<file path="config.mk">
export PLATFORM = sky130hd
export DESIGN_NAME = tcio_top
export DESIGN_NICKNAME = d
export VERILOG_FILES = /design/src/hdl/tcio_pkg.sv /design/src/hdl/tcio_top.sv
export SDC_FILE = /design/constraint.sdc
export NUM_CORES = 1
export LEC_CHECK = 0
export ABC_AREA = 1
export BUFFER_PORTS_ARGS = -buffer_cell sky130_fd_sc_hd__buf_4
export CORE_ASPECT_RATIO = 1.4
export CORE_MARGIN = 2
export CORE_UTILIZATION = 40
export CTS_CLUSTER_DIAMETER = 60
export DETAILED_ROUTE_END_ITERATION = 10
export GPL_TIMING_DRIVEN = 0
export PLACE_DENSITY = 0.58
export SLEW_MARGIN = 10
export SYNTH_ARGS = -nofsm -noshare
export SYNTH_HDL_FRONTEND = slang
export SYNTH_SLANG_ARGS = --single-unit
</file>
<file path="constraint.sdc">
create_clock -name i_clock -period 3.9 [get_ports i_clock]
set_input_delay 0.585 -clock i_clock [delete_from_list [all_inputs] [get_ports i_clock]]
set_output_delay 0.585 -clock i_clock [all_outputs]
set_load 0.005 [all_outputs]
</file>
<file path="src/hdl/tcio_pkg.sv">
// Constants and carrier types for the channel 4 pin I/O control block
package tcio_pkg;

	// ------------------------------------------------------------
	// Register map (byte addresses)
	// ------------------------------------------------------------
	localparam logic [7:0] OFS_IO_CONTROL_HIGH = 8'h00;
	localparam logic [7:0] OFS_IO_CONTROL_LOW = 8'h04;
	localparam logic [7:0] OFS_MODE = 8'h08;
	localparam logic [7:0] OFS_GENERAL_A = 8'h0C;
	localparam logic [7:0] OFS_GENERAL_C = 8'h10;
	localparam logic [7:0] OFS_STATUS = 8'h14;

	// ------------------------------------------------------------
	// Field positions
	// ------------------------------------------------------------
	localparam int IO_FIELD_LSB = 0;
	localparam int IO_FIELD_W = 4;
	localparam int IO_CAPTURE_BIT = 3;
	localparam int IO_LEVEL_BIT = 2;
	localparam int MODE_BUFFER_A_BIT = 4;
	localparam int STAT_PIN_A_BIT = 0;
	localparam int STAT_PIN_C_BIT = 1;
	localparam int STAT_CAPT_A_BIT = 2;
	localparam int STAT_CAPT_C_BIT = 3;
	localparam int GR_W = 16;

	// ------------------------------------------------------------
	// Reset values and bus answers
	// ------------------------------------------------------------
	localparam logic [3:0] RST_IO_FIELD = 4'h0;
	localparam logic RST_PIN_LEVEL = 1'b0;
	localparam logic [GR_W-1:0] RST_GENERAL = 16'hFFFF;
	localparam logic RST_BUFFER_A = 1'b0;
	localparam logic [1:0] RESP_OKAY = 2'h0;
	localparam logic [1:0] RESP_SLVERR = 2'h2;

	// Output actions on compare match
	localparam logic [1:0] ACT_RETAIN = 2'h0;
	localparam logic [1:0] ACT_LOW = 2'h1;
	localparam logic [1:0] ACT_HIGH = 2'h2;
	localparam logic [1:0] ACT_TOGGLE = 2'h3;

	typedef enum {
		TCIO_REG_HIGH,
		TCIO_REG_LOW,
		TCIO_REG_MODE,
		TCIO_REG_GA,
		TCIO_REG_GC,
		TCIO_REG_STATUS,
		TCIO_REG_NONE
	} tcio_reg_t;

	// Per-channel pin state
	typedef struct packed {
		logic [3:0] mode;
		logic level;
		logic oe;
		logic prev_in;
		logic prev_match;
		logic capt_flag;
		logic capt;
	} tcio_chan_t;

	// Whole block state
	typedef struct packed {
		tcio_chan_t [1:0] ch;
		logic [1:0][GR_W-1:0] gr;
		logic buffer_mode_a_enable;
		logic aw_got;
		logic [7:0] awaddr;
		logic w_got;
		logic [31:0] wdata;
		logic [3:0] wstrb;
		logic awready;
		logic wready;
		logic bvalid;
		logic [1:0] bresp;
		logic arready;
		logic rvalid;
		logic [31:0] rdata;
		logic [1:0] rresp;
	} tcio_state_t;

endpackage

</file>
<file path="src/hdl/tcio_top.sv">
// Channel 4 pin I/O control: compare output and input capture for registers A and C
//
// The AXI4-Lite interface to the registers and the register addresses were chosen for this implementation.
`timescale 1ns/1ps
// Functional notes
// - Compare mode 0x01: drive initial level from bit 2, go low on match.
// - Compare mode 0x10: drive initial level from bit 2, go high on match.
// - Compare mode 0x11: drive initial level from bit 2, toggle on every match.
// - Capture mode 1x00: capture counter on rising pin edge.
// - Capture mode 1x01: capture counter on falling pin edge.
// - Capture mode 1x1x: capture counter on both pin edges.
// - After reset each compare pin is driven low until its control is written.
// - Buffer mode for A disables capture and compare for register C.
module tcio_top #(
	parameter int ADDR_W = 8
) (
	input wire logic i_clock,
	input wire logic i_reset,
	input wire logic [tcio_pkg::GR_W-1:0] i_counter,
	input wire logic i_ch4_pin_a,
	output logic o_ch4_pin_a,
	output logic o_ch4_pin_a_oe,
	input wire logic i_ch4_pin_c,
	output logic o_ch4_pin_c,
	output logic o_ch4_pin_c_oe,
	input wire logic i_awvalid,
	output logic o_awready,
	input wire logic [ADDR_W-1:0] i_awaddr,
	input wire logic [2:0] i_awprot,
	input wire logic i_wvalid,
	output logic o_wready,
	input wire logic [31:0] i_wdata,
	input wire logic [3:0] i_wstrb,
	output logic o_bvalid,
	input wire logic i_bready,
	output logic [1:0] o_bresp,
	input wire logic i_arvalid,
	output logic o_arready,
	input wire logic [ADDR_W-1:0] i_araddr,
	input wire logic [2:0] i_arprot,
	output logic o_rvalid,
	input wire logic i_rready,
	output logic [31:0] o_rdata,
	output logic [1:0] o_rresp
);

	if (ADDR_W < 5 || ADDR_W > 8) begin : g_bad_addr_w
		$error("tcio_top: ADDR_W must lie in 5..8");
	end

	// Read word must hold a whole general register; fields sit in byte lane 0
	if (tcio_pkg::GR_W > 32 || tcio_pkg::MODE_BUFFER_A_BIT > 7
		|| tcio_pkg::IO_FIELD_LSB + tcio_pkg::IO_FIELD_W > 8) begin : g_bad_pkg
		$error("tcio_top: package widths do not fit the bus word");
	end

	tcio_pkg::tcio_state_t st_ff;
	tcio_pkg::tcio_state_t nxt_st;

	// ------------------------------------------------------------
	// Helpers
	// ------------------------------------------------------------
	function automatic tcio_pkg::tcio_reg_t decode(input logic [7:0] addr);
		case (addr)
			tcio_pkg::OFS_IO_CONTROL_HIGH: decode = tcio_pkg::TCIO_REG_HIGH;
			tcio_pkg::OFS_IO_CONTROL_LOW: decode = tcio_pkg::TCIO_REG_LOW;
			tcio_pkg::OFS_MODE: decode = tcio_pkg::TCIO_REG_MODE;
			tcio_pkg::OFS_GENERAL_A: decode = tcio_pkg::TCIO_REG_GA;
			tcio_pkg::OFS_GENERAL_C: decode = tcio_pkg::TCIO_REG_GC;
			tcio_pkg::OFS_STATUS: decode = tcio_pkg::TCIO_REG_STATUS;
			default: decode = tcio_pkg::TCIO_REG_NONE;
		endcase
	endfunction

	// I/O field as it sits in a written word
	function automatic logic [3:0] io_field(input logic [31:0] word);
		io_field = word[tcio_pkg::IO_FIELD_LSB +: tcio_pkg::IO_FIELD_W];
	endfunction

	// New I/O field; an output mode other than retain loads its initial level at once
	function automatic tcio_pkg::tcio_chan_t write_mode(
		input tcio_pkg::tcio_chan_t c,
		input logic [3:0] field
	);
		tcio_pkg::tcio_chan_t r;
		r = c;
		r.mode = field;
		// Retain leaves whatever level the pin already shows
		if (!field[tcio_pkg::IO_CAPTURE_BIT] && field[1:0] != tcio_pkg::ACT_RETAIN) begin
			r.level = field[tcio_pkg::IO_LEVEL_BIT];
		end
		write_mode = r;
	endfunction

	// One cycle of compare or capture work for one channel
	function automatic tcio_pkg::tcio_chan_t step(
		input tcio_pkg::tcio_chan_t c,
		input logic [tcio_pkg::GR_W-1:0] cnt,
		input logic [tcio_pkg::GR_W-1:0] gr,
		input logic pin_in,
		input logic enabled
	);
		tcio_pkg::tcio_chan_t r;
		logic match;
		logic rise;
		logic fall;
		r = c;
		match = (cnt == gr);
		// Pin taken as synchronous; edges come from two successive samples
		rise = pin_in && !c.prev_in;
		fall = !pin_in && c.prev_in;
		r.capt = 1'b0;
		if (!c.mode[tcio_pkg::IO_CAPTURE_BIT]) begin
			r.oe = 1'b1;
			// Edge of match only, so a stalled counter acts once
			if (enabled && match && !c.prev_match) begin
				case (c.mode[1:0])
					tcio_pkg::ACT_LOW: r.level = 1'b0;
					tcio_pkg::ACT_HIGH: r.level = 1'b1;
					tcio_pkg::ACT_TOGGLE: r.level = !c.level;
					default: r.level = c.level;
				endcase
			end
		end else begin
			r.oe = 1'b0;
			if (enabled) begin
				if (c.mode[1]) begin
					r.capt = rise || fall;
				end else if (c.mode[0]) begin
					r.capt = fall;
				end else begin
					r.capt = rise;
				end
			end
		end
		r.prev_in = pin_in;
		r.prev_match = match;
		step = r;
	endfunction

	// ------------------------------------------------------------
	// Next state
	// ------------------------------------------------------------
	always_comb begin
		tcio_pkg::tcio_reg_t wsel;
		tcio_pkg::tcio_reg_t rsel;
		logic [7:0] raddr;
		logic [31:0] rd;
		logic [1:0] pins;
		logic [1:0] c_en;
		wsel = tcio_pkg::TCIO_REG_NONE;
		rsel = tcio_pkg::TCIO_REG_NONE;
		raddr = 8'h00;
		rd = 32'h0000_0000;
		pins = {i_ch4_pin_c, i_ch4_pin_a};
		c_en = {!st_ff.buffer_mode_a_enable, 1'b1};
		nxt_st = st_ff;
		if (st_ff.bvalid && i_bready) begin
			nxt_st.bvalid = 1'b0;
		end
		if (st_ff.rvalid && i_rready) begin
			nxt_st.rvalid = 1'b0;
		end
		if (st_ff.awready && i_awvalid) begin
			nxt_st.aw_got = 1'b1;
			nxt_st.awaddr = 8'(i_awaddr);
		end
		if (st_ff.wready && i_wvalid) begin
			nxt_st.w_got = 1'b1;
			nxt_st.wdata = i_wdata;
			nxt_st.wstrb = i_wstrb;
		end
		for (int i = 0; i < 2; i++) begin
			nxt_st.ch[i].capt = 1'b0;
		end

		// Register write, once address and data are both held
		if (st_ff.aw_got && st_ff.w_got && !st_ff.bvalid) begin
			wsel = decode(st_ff.awaddr);
			nxt_st.aw_got = 1'b0;
			nxt_st.w_got = 1'b0;
			nxt_st.bvalid = 1'b1;
			nxt_st.bresp = tcio_pkg::RESP_OKAY;
			case (wsel)
				tcio_pkg::TCIO_REG_HIGH: begin
					if (st_ff.wstrb[0]) begin
						nxt_st.ch[0] = write_mode(st_ff.ch[0], io_field(st_ff.wdata));
					end
				end
				tcio_pkg::TCIO_REG_LOW: begin
					// Buffered C keeps its field for readback but never loads a level
					if (st_ff.wstrb[0] && st_ff.buffer_mode_a_enable) begin
						nxt_st.ch[1].mode = io_field(st_ff.wdata);
					end else if (st_ff.wstrb[0]) begin
						nxt_st.ch[1] = write_mode(st_ff.ch[1], io_field(st_ff.wdata));
					end
				end
				tcio_pkg::TCIO_REG_MODE: begin
					if (st_ff.wstrb[0]) begin
						nxt_st.buffer_mode_a_enable = st_ff.wdata[tcio_pkg::MODE_BUFFER_A_BIT];
					end
				end
				tcio_pkg::TCIO_REG_GA, tcio_pkg::TCIO_REG_GC: begin
					for (int b = 0; b < 2; b++) begin
						if (st_ff.wstrb[b]) begin
							nxt_st.gr[wsel == tcio_pkg::TCIO_REG_GC][b*8 +: 8] =
								st_ff.wdata[b*8 +: 8];
						end
					end
				end
				tcio_pkg::TCIO_REG_STATUS: begin
					// Write one to clear; a capture in this cycle sets it again below
					if (st_ff.wstrb[0]) begin
						if (st_ff.wdata[tcio_pkg::STAT_CAPT_A_BIT]) begin
							nxt_st.ch[0].capt_flag = 1'b0;
						end
						if (st_ff.wdata[tcio_pkg::STAT_CAPT_C_BIT]) begin
							nxt_st.ch[1].capt_flag = 1'b0;
						end
					end
				end
				default: nxt_st.bresp = tcio_pkg::RESP_SLVERR;
			endcase
		end

		// Compare and capture
		// A capture beats a same-cycle software write to the general register
		for (int i = 0; i < 2; i++) begin
			nxt_st.ch[i] = step(nxt_st.ch[i], i_counter, st_ff.gr[i], pins[i], c_en[i]);
			if (nxt_st.ch[i].capt) begin
				nxt_st.gr[i] = i_counter;
				nxt_st.ch[i].capt_flag = 1'b1;
			end
		end

		// Register read
		if (st_ff.arready && i_arvalid) begin
			raddr = 8'(i_araddr);
			rsel = decode(raddr);
			// Reserved bits read as zero
			case (rsel)
				tcio_pkg::TCIO_REG_HIGH: rd[3:0] = st_ff.ch[0].mode;
				tcio_pkg::TCIO_REG_LOW: rd[3:0] = st_ff.ch[1].mode;
				tcio_pkg::TCIO_REG_MODE: rd[tcio_pkg::MODE_BUFFER_A_BIT] = st_ff.buffer_mode_a_enable;
				tcio_pkg::TCIO_REG_GA: rd[tcio_pkg::GR_W-1:0] = st_ff.gr[0];
				tcio_pkg::TCIO_REG_GC: rd[tcio_pkg::GR_W-1:0] = st_ff.gr[1];
				tcio_pkg::TCIO_REG_STATUS: begin
					rd[tcio_pkg::STAT_PIN_A_BIT] = st_ff.ch[0].level;
					rd[tcio_pkg::STAT_PIN_C_BIT] = st_ff.ch[1].level;
					rd[tcio_pkg::STAT_CAPT_A_BIT] = st_ff.ch[0].capt_flag;
					rd[tcio_pkg::STAT_CAPT_C_BIT] = st_ff.ch[1].capt_flag;
				end
				default: rd = 32'h0000_0000;
			endcase
			nxt_st.rvalid = 1'b1;
			nxt_st.rdata = rd;
			nxt_st.rresp = (rsel == tcio_pkg::TCIO_REG_NONE) ? tcio_pkg::RESP_SLVERR :
				tcio_pkg::RESP_OKAY;
		end

		// One transfer per channel at a time
		nxt_st.awready = !nxt_st.aw_got;
		nxt_st.wready = !nxt_st.w_got;
		nxt_st.arready = !nxt_st.rvalid;
	end

	// ------------------------------------------------------------
	// State register
	// ------------------------------------------------------------
	always_ff @(posedge i_clock) begin
		if (i_reset) begin
			// Pins come out of reset driven low in retain mode
			st_ff <= '0;
			for (int i = 0; i < 2; i++) begin
				st_ff.ch[i].mode <= tcio_pkg::RST_IO_FIELD;
				st_ff.ch[i].level <= tcio_pkg::RST_PIN_LEVEL;
				st_ff.ch[i].oe <= 1'b1;
				st_ff.gr[i] <= tcio_pkg::RST_GENERAL;
			end
			st_ff.buffer_mode_a_enable <= tcio_pkg::RST_BUFFER_A;
			st_ff.awready <= 1'b1;
			st_ff.wready <= 1'b1;
			st_ff.arready <= 1'b1;
		end else begin
			st_ff <= nxt_st;
		end
	end

	// ------------------------------------------------------------
	// Outputs, straight from the state register
	// ------------------------------------------------------------
	assign o_ch4_pin_a = st_ff.ch[0].level;
	assign o_ch4_pin_a_oe = st_ff.ch[0].oe;
	assign o_ch4_pin_c = st_ff.ch[1].level;
	assign o_ch4_pin_c_oe = st_ff.ch[1].oe;
	assign o_awready = st_ff.awready;
	assign o_wready = st_ff.wready;
	assign o_bvalid = st_ff.bvalid;
	assign o_bresp = st_ff.bresp;
	assign o_arready = st_ff.arready;
	assign o_rvalid = st_ff.rvalid;
	assign o_rdata = st_ff.rdata;
	assign o_rresp = st_ff.rresp;

endmodule

</file>
==> metrics <==
max cap viols 0; kind of critical path reg2reg; total setup buffers inserted after CTS 0; Initial Utilization 40.9%; Yosys warning total 0; Post-synth ARST share 0%; cell area after synthesis 0.00569 sq mm; Final TNS setup 0 ps; vias in the first global route 5119; final worst path period need 2150 ps; H-tree Lvls 3; register clock-pin slew on the reported worst setup and hold paths 70 ps; vias per inst 4.81; Antenna Nets Post-Route 0; Post-Synth Adder-Cell Area 0.880%; Max VDD drop 196 uV; I/O Pins 128; skew final 13.4 ps; number of flops mapped to enable cells by yosys 0; compound-cell area share of the yosys netlist 9.00%; Slew Viols, Final 0; Clock Path Buffers 2; Reg2Reg Launch Point st_ff[77]; fmax 464 MHz; post-synthesis cell type count 38; status finished clean; Min-Delay Endpoint o_bvalid; first-pass GRT wire length 26300 um; CTS Buf Count 9; mean post-synth cell area 6.78 sq um; Simple-Gate Fraction of Synth Area 36.5%; count of final hold-check violations 0; DRC 0; hold path cells 2; clk sink count 102; worst endpoint required time 4110 ps; Synth-to-Final Area Change 21.2%; Gate Count Post-Synth 839; overall routed net length 16200 um; R2R Setup Slk 1750 ps; GRT Util Overall 21.5%; Vert. Die Dim 145 um; Leak 3.39 nW; Seq/Total Area, Yosys 35.9%; Max transition margin 52.2%; FF+latch count, synth 102; total power 2.46 mW; worst r2r path cells 13; chip width 105 um; setup ws final 1750 ps; NumNets Final 1038; vias 5484; DP HPWL 13100 um; Slew @ Worst Pin 717 ps; CP startpoint kind register; Clock Latency Late Sink 350 ps; PwrDens 358 mW/mm^2; grt total ovfl 0; CTS tree yes; RSZ-0062 raised after global routing no; number of port buffers 84; Primary FF master, synth dfxtp_1; WL per Instance 14.2 um; layout cells sized above 1 18.5%; main combinational cell family by area after synthesis simple AND/OR/NAND/NOR gates; reg2reg end st_ff[90]; diode count 0; pre-CTS WS 1480 ps; die area 0.0152 sq mm; initial antenna violation count 0; CORE AREA 0.0139 sq mm; drt first pass iters 5; GP Congestion 0.852; final setup vio count 0; Crit Path Max Fanout 10; largest net degree at the start of global routing 17; Worst setup EP type register; Hold Buf Count CTS 0; min-delay src i_bready; Initial DRC Count 255; Rows 51; Crit path arrival time 2360 ps; Tightest Hold Check Type in2reg; Synth Area in XOR/XNOR 3.70%; period utilization 55.2%; post-cts resize count 0; clk root buf clkbuf_16; mux contribution to synthesized area 0%
## Yosys cell counts (3+ instances only)
library cell / instances / area, sq um
inv_2: 5 / 18.8
ha_1: 4 / 50.1
o21ai_0: 47 / 235
buf_2: 10 / 50.1
o31ai_1: 4 / 30.0
o211ai_1: 5 / 37.5
nor2_4: 3 / 33.8
nor3_1: 7 / 35.0
o21ai_1: 3 / 15.0
dfxtp_1: 102 / 2040
xnor2_1: 22 / 193
nand2_2: 6 / 37.5
buf_1: 3 / 11.3
nor2_2: 4 / 25.0
buf_6: 3 / 33.8
nand2_1: 166 / 623
inv_1: 83 / 312
clkbuf_1: 19 / 71.3
nand3_2: 3 / 30.0
nand3_1: 131 / 656
o22ai_1: 3 / 18.8
a21oi_1: 24 / 120
buf_4: 39 / 293
nand4_1: 36 / 225
nor2_1: 90 / 338
## critical path, cell delays in order, from the launching register on
cell     delay, ps
dfxtp_1        340
nand2_1         70
nor2_1         150
buf_2          240
inv_1          180
nand2_1        120
nand2_1        100
nand2_1        110
nand3_4        140
nand2_2        150
buf_4          200
nand2_1         70
nand2_1         70
nand3_1         70
## metal layers
metal / GRT usage [%] / part of all wire, % / vias to the layer above
li1: - / - / 2922
met2: 36.6 / 48 / 165
met4: 7.60 / 2.2 / 0
met3: 2.96 / 4.6 / 19
met5: 0 / 0 / -
met1: 27.7 / 45 / 2378
## per-stage QoR
step                area [sq um]  hold WS, ps  util (%)  cells
global placement            6610          454      47.5   1125
floorplan                   5750          446         -    856
finish                      6890          420      49.5   1141
CTS                         6890          416      49.5   1141
detailed placement          6610          459      47.5   1125
global route                6890          406      49.5   1141
## logic make-up (layout without fill, tap and decap cells)
logic type | count (synthesis) | after routing
flip-flops | 102 | 102
adder cells (fa/ha/maj) | 4 | 4
buffers and inverters | 163 | 263
XOR/XNOR | 24 | 24
AND/OR/NAND/NOR | 453 | 453
other | 1 | 18
AO/OA/AOI/OAI | 92 | 92
## report_power, final
group	internal (mW)	switching [mW]	total, mW
clock	0.451	0.413	0.865
sequential	1.10	0.0527	1.16
combinational	0.184	0.260	0.443
## cell type report
class                           instances  area, sq um
Buffer                                 74          459
Clock buffer                           11          243
Clock inverter                          5         35.0
Fill cell                            1524         7020
Inverter                               89          334
Multi-Input combinational cell        591         2920
Sequential cell                       102         2040
Tap cell                              185          231
Timing Repair Buffer                   84          631
## how the worst max path moves through the flow
stage | depth (start not counted) | start | to | slack, ps
global placement | 9 | i_araddr[0] | o_rdata[2] | 1510
detailed placement | 9 | i_araddr[0] | o_rdata[2] | 1480
finish | 13 | st_ff[77] | st_ff[90] | 1750
floorplan | 8 | i_araddr[0] | o_rdata[2] | 2130
CTS | 13 | st_ff[77] | st_ff[90] | 1700
global route | 13 | st_ff[77] | st_ff[90] | 1520
## registers in the layout, summed over array words and instances, names as in the netlist
register        cells
o_awready           1
o_ch4_pin_a_oe      1
o_ch4_pin_a         1
o_rdata            16
o_arready           1
o_wready            1
o_bresp             1
o_rvalid            1
o_bvalid            1
o_ch4_pin_c_oe      1
o_rresp             1
st_ff              75
o_ch4_pin_c         1
## cell usage in the layout, fill, tap and decap left out, drive strengths merged, types with 7 or more instances in the layout
cell type,instances
buf,139
nand2,173
o21ai,50
nor3,7
nor2,97
clkbuf,30
dfxtp,102
xnor2,22
a21oi,25
nand4,36
inv,88
nand3,136
conb,18
(Power assumes the default switching activity.)
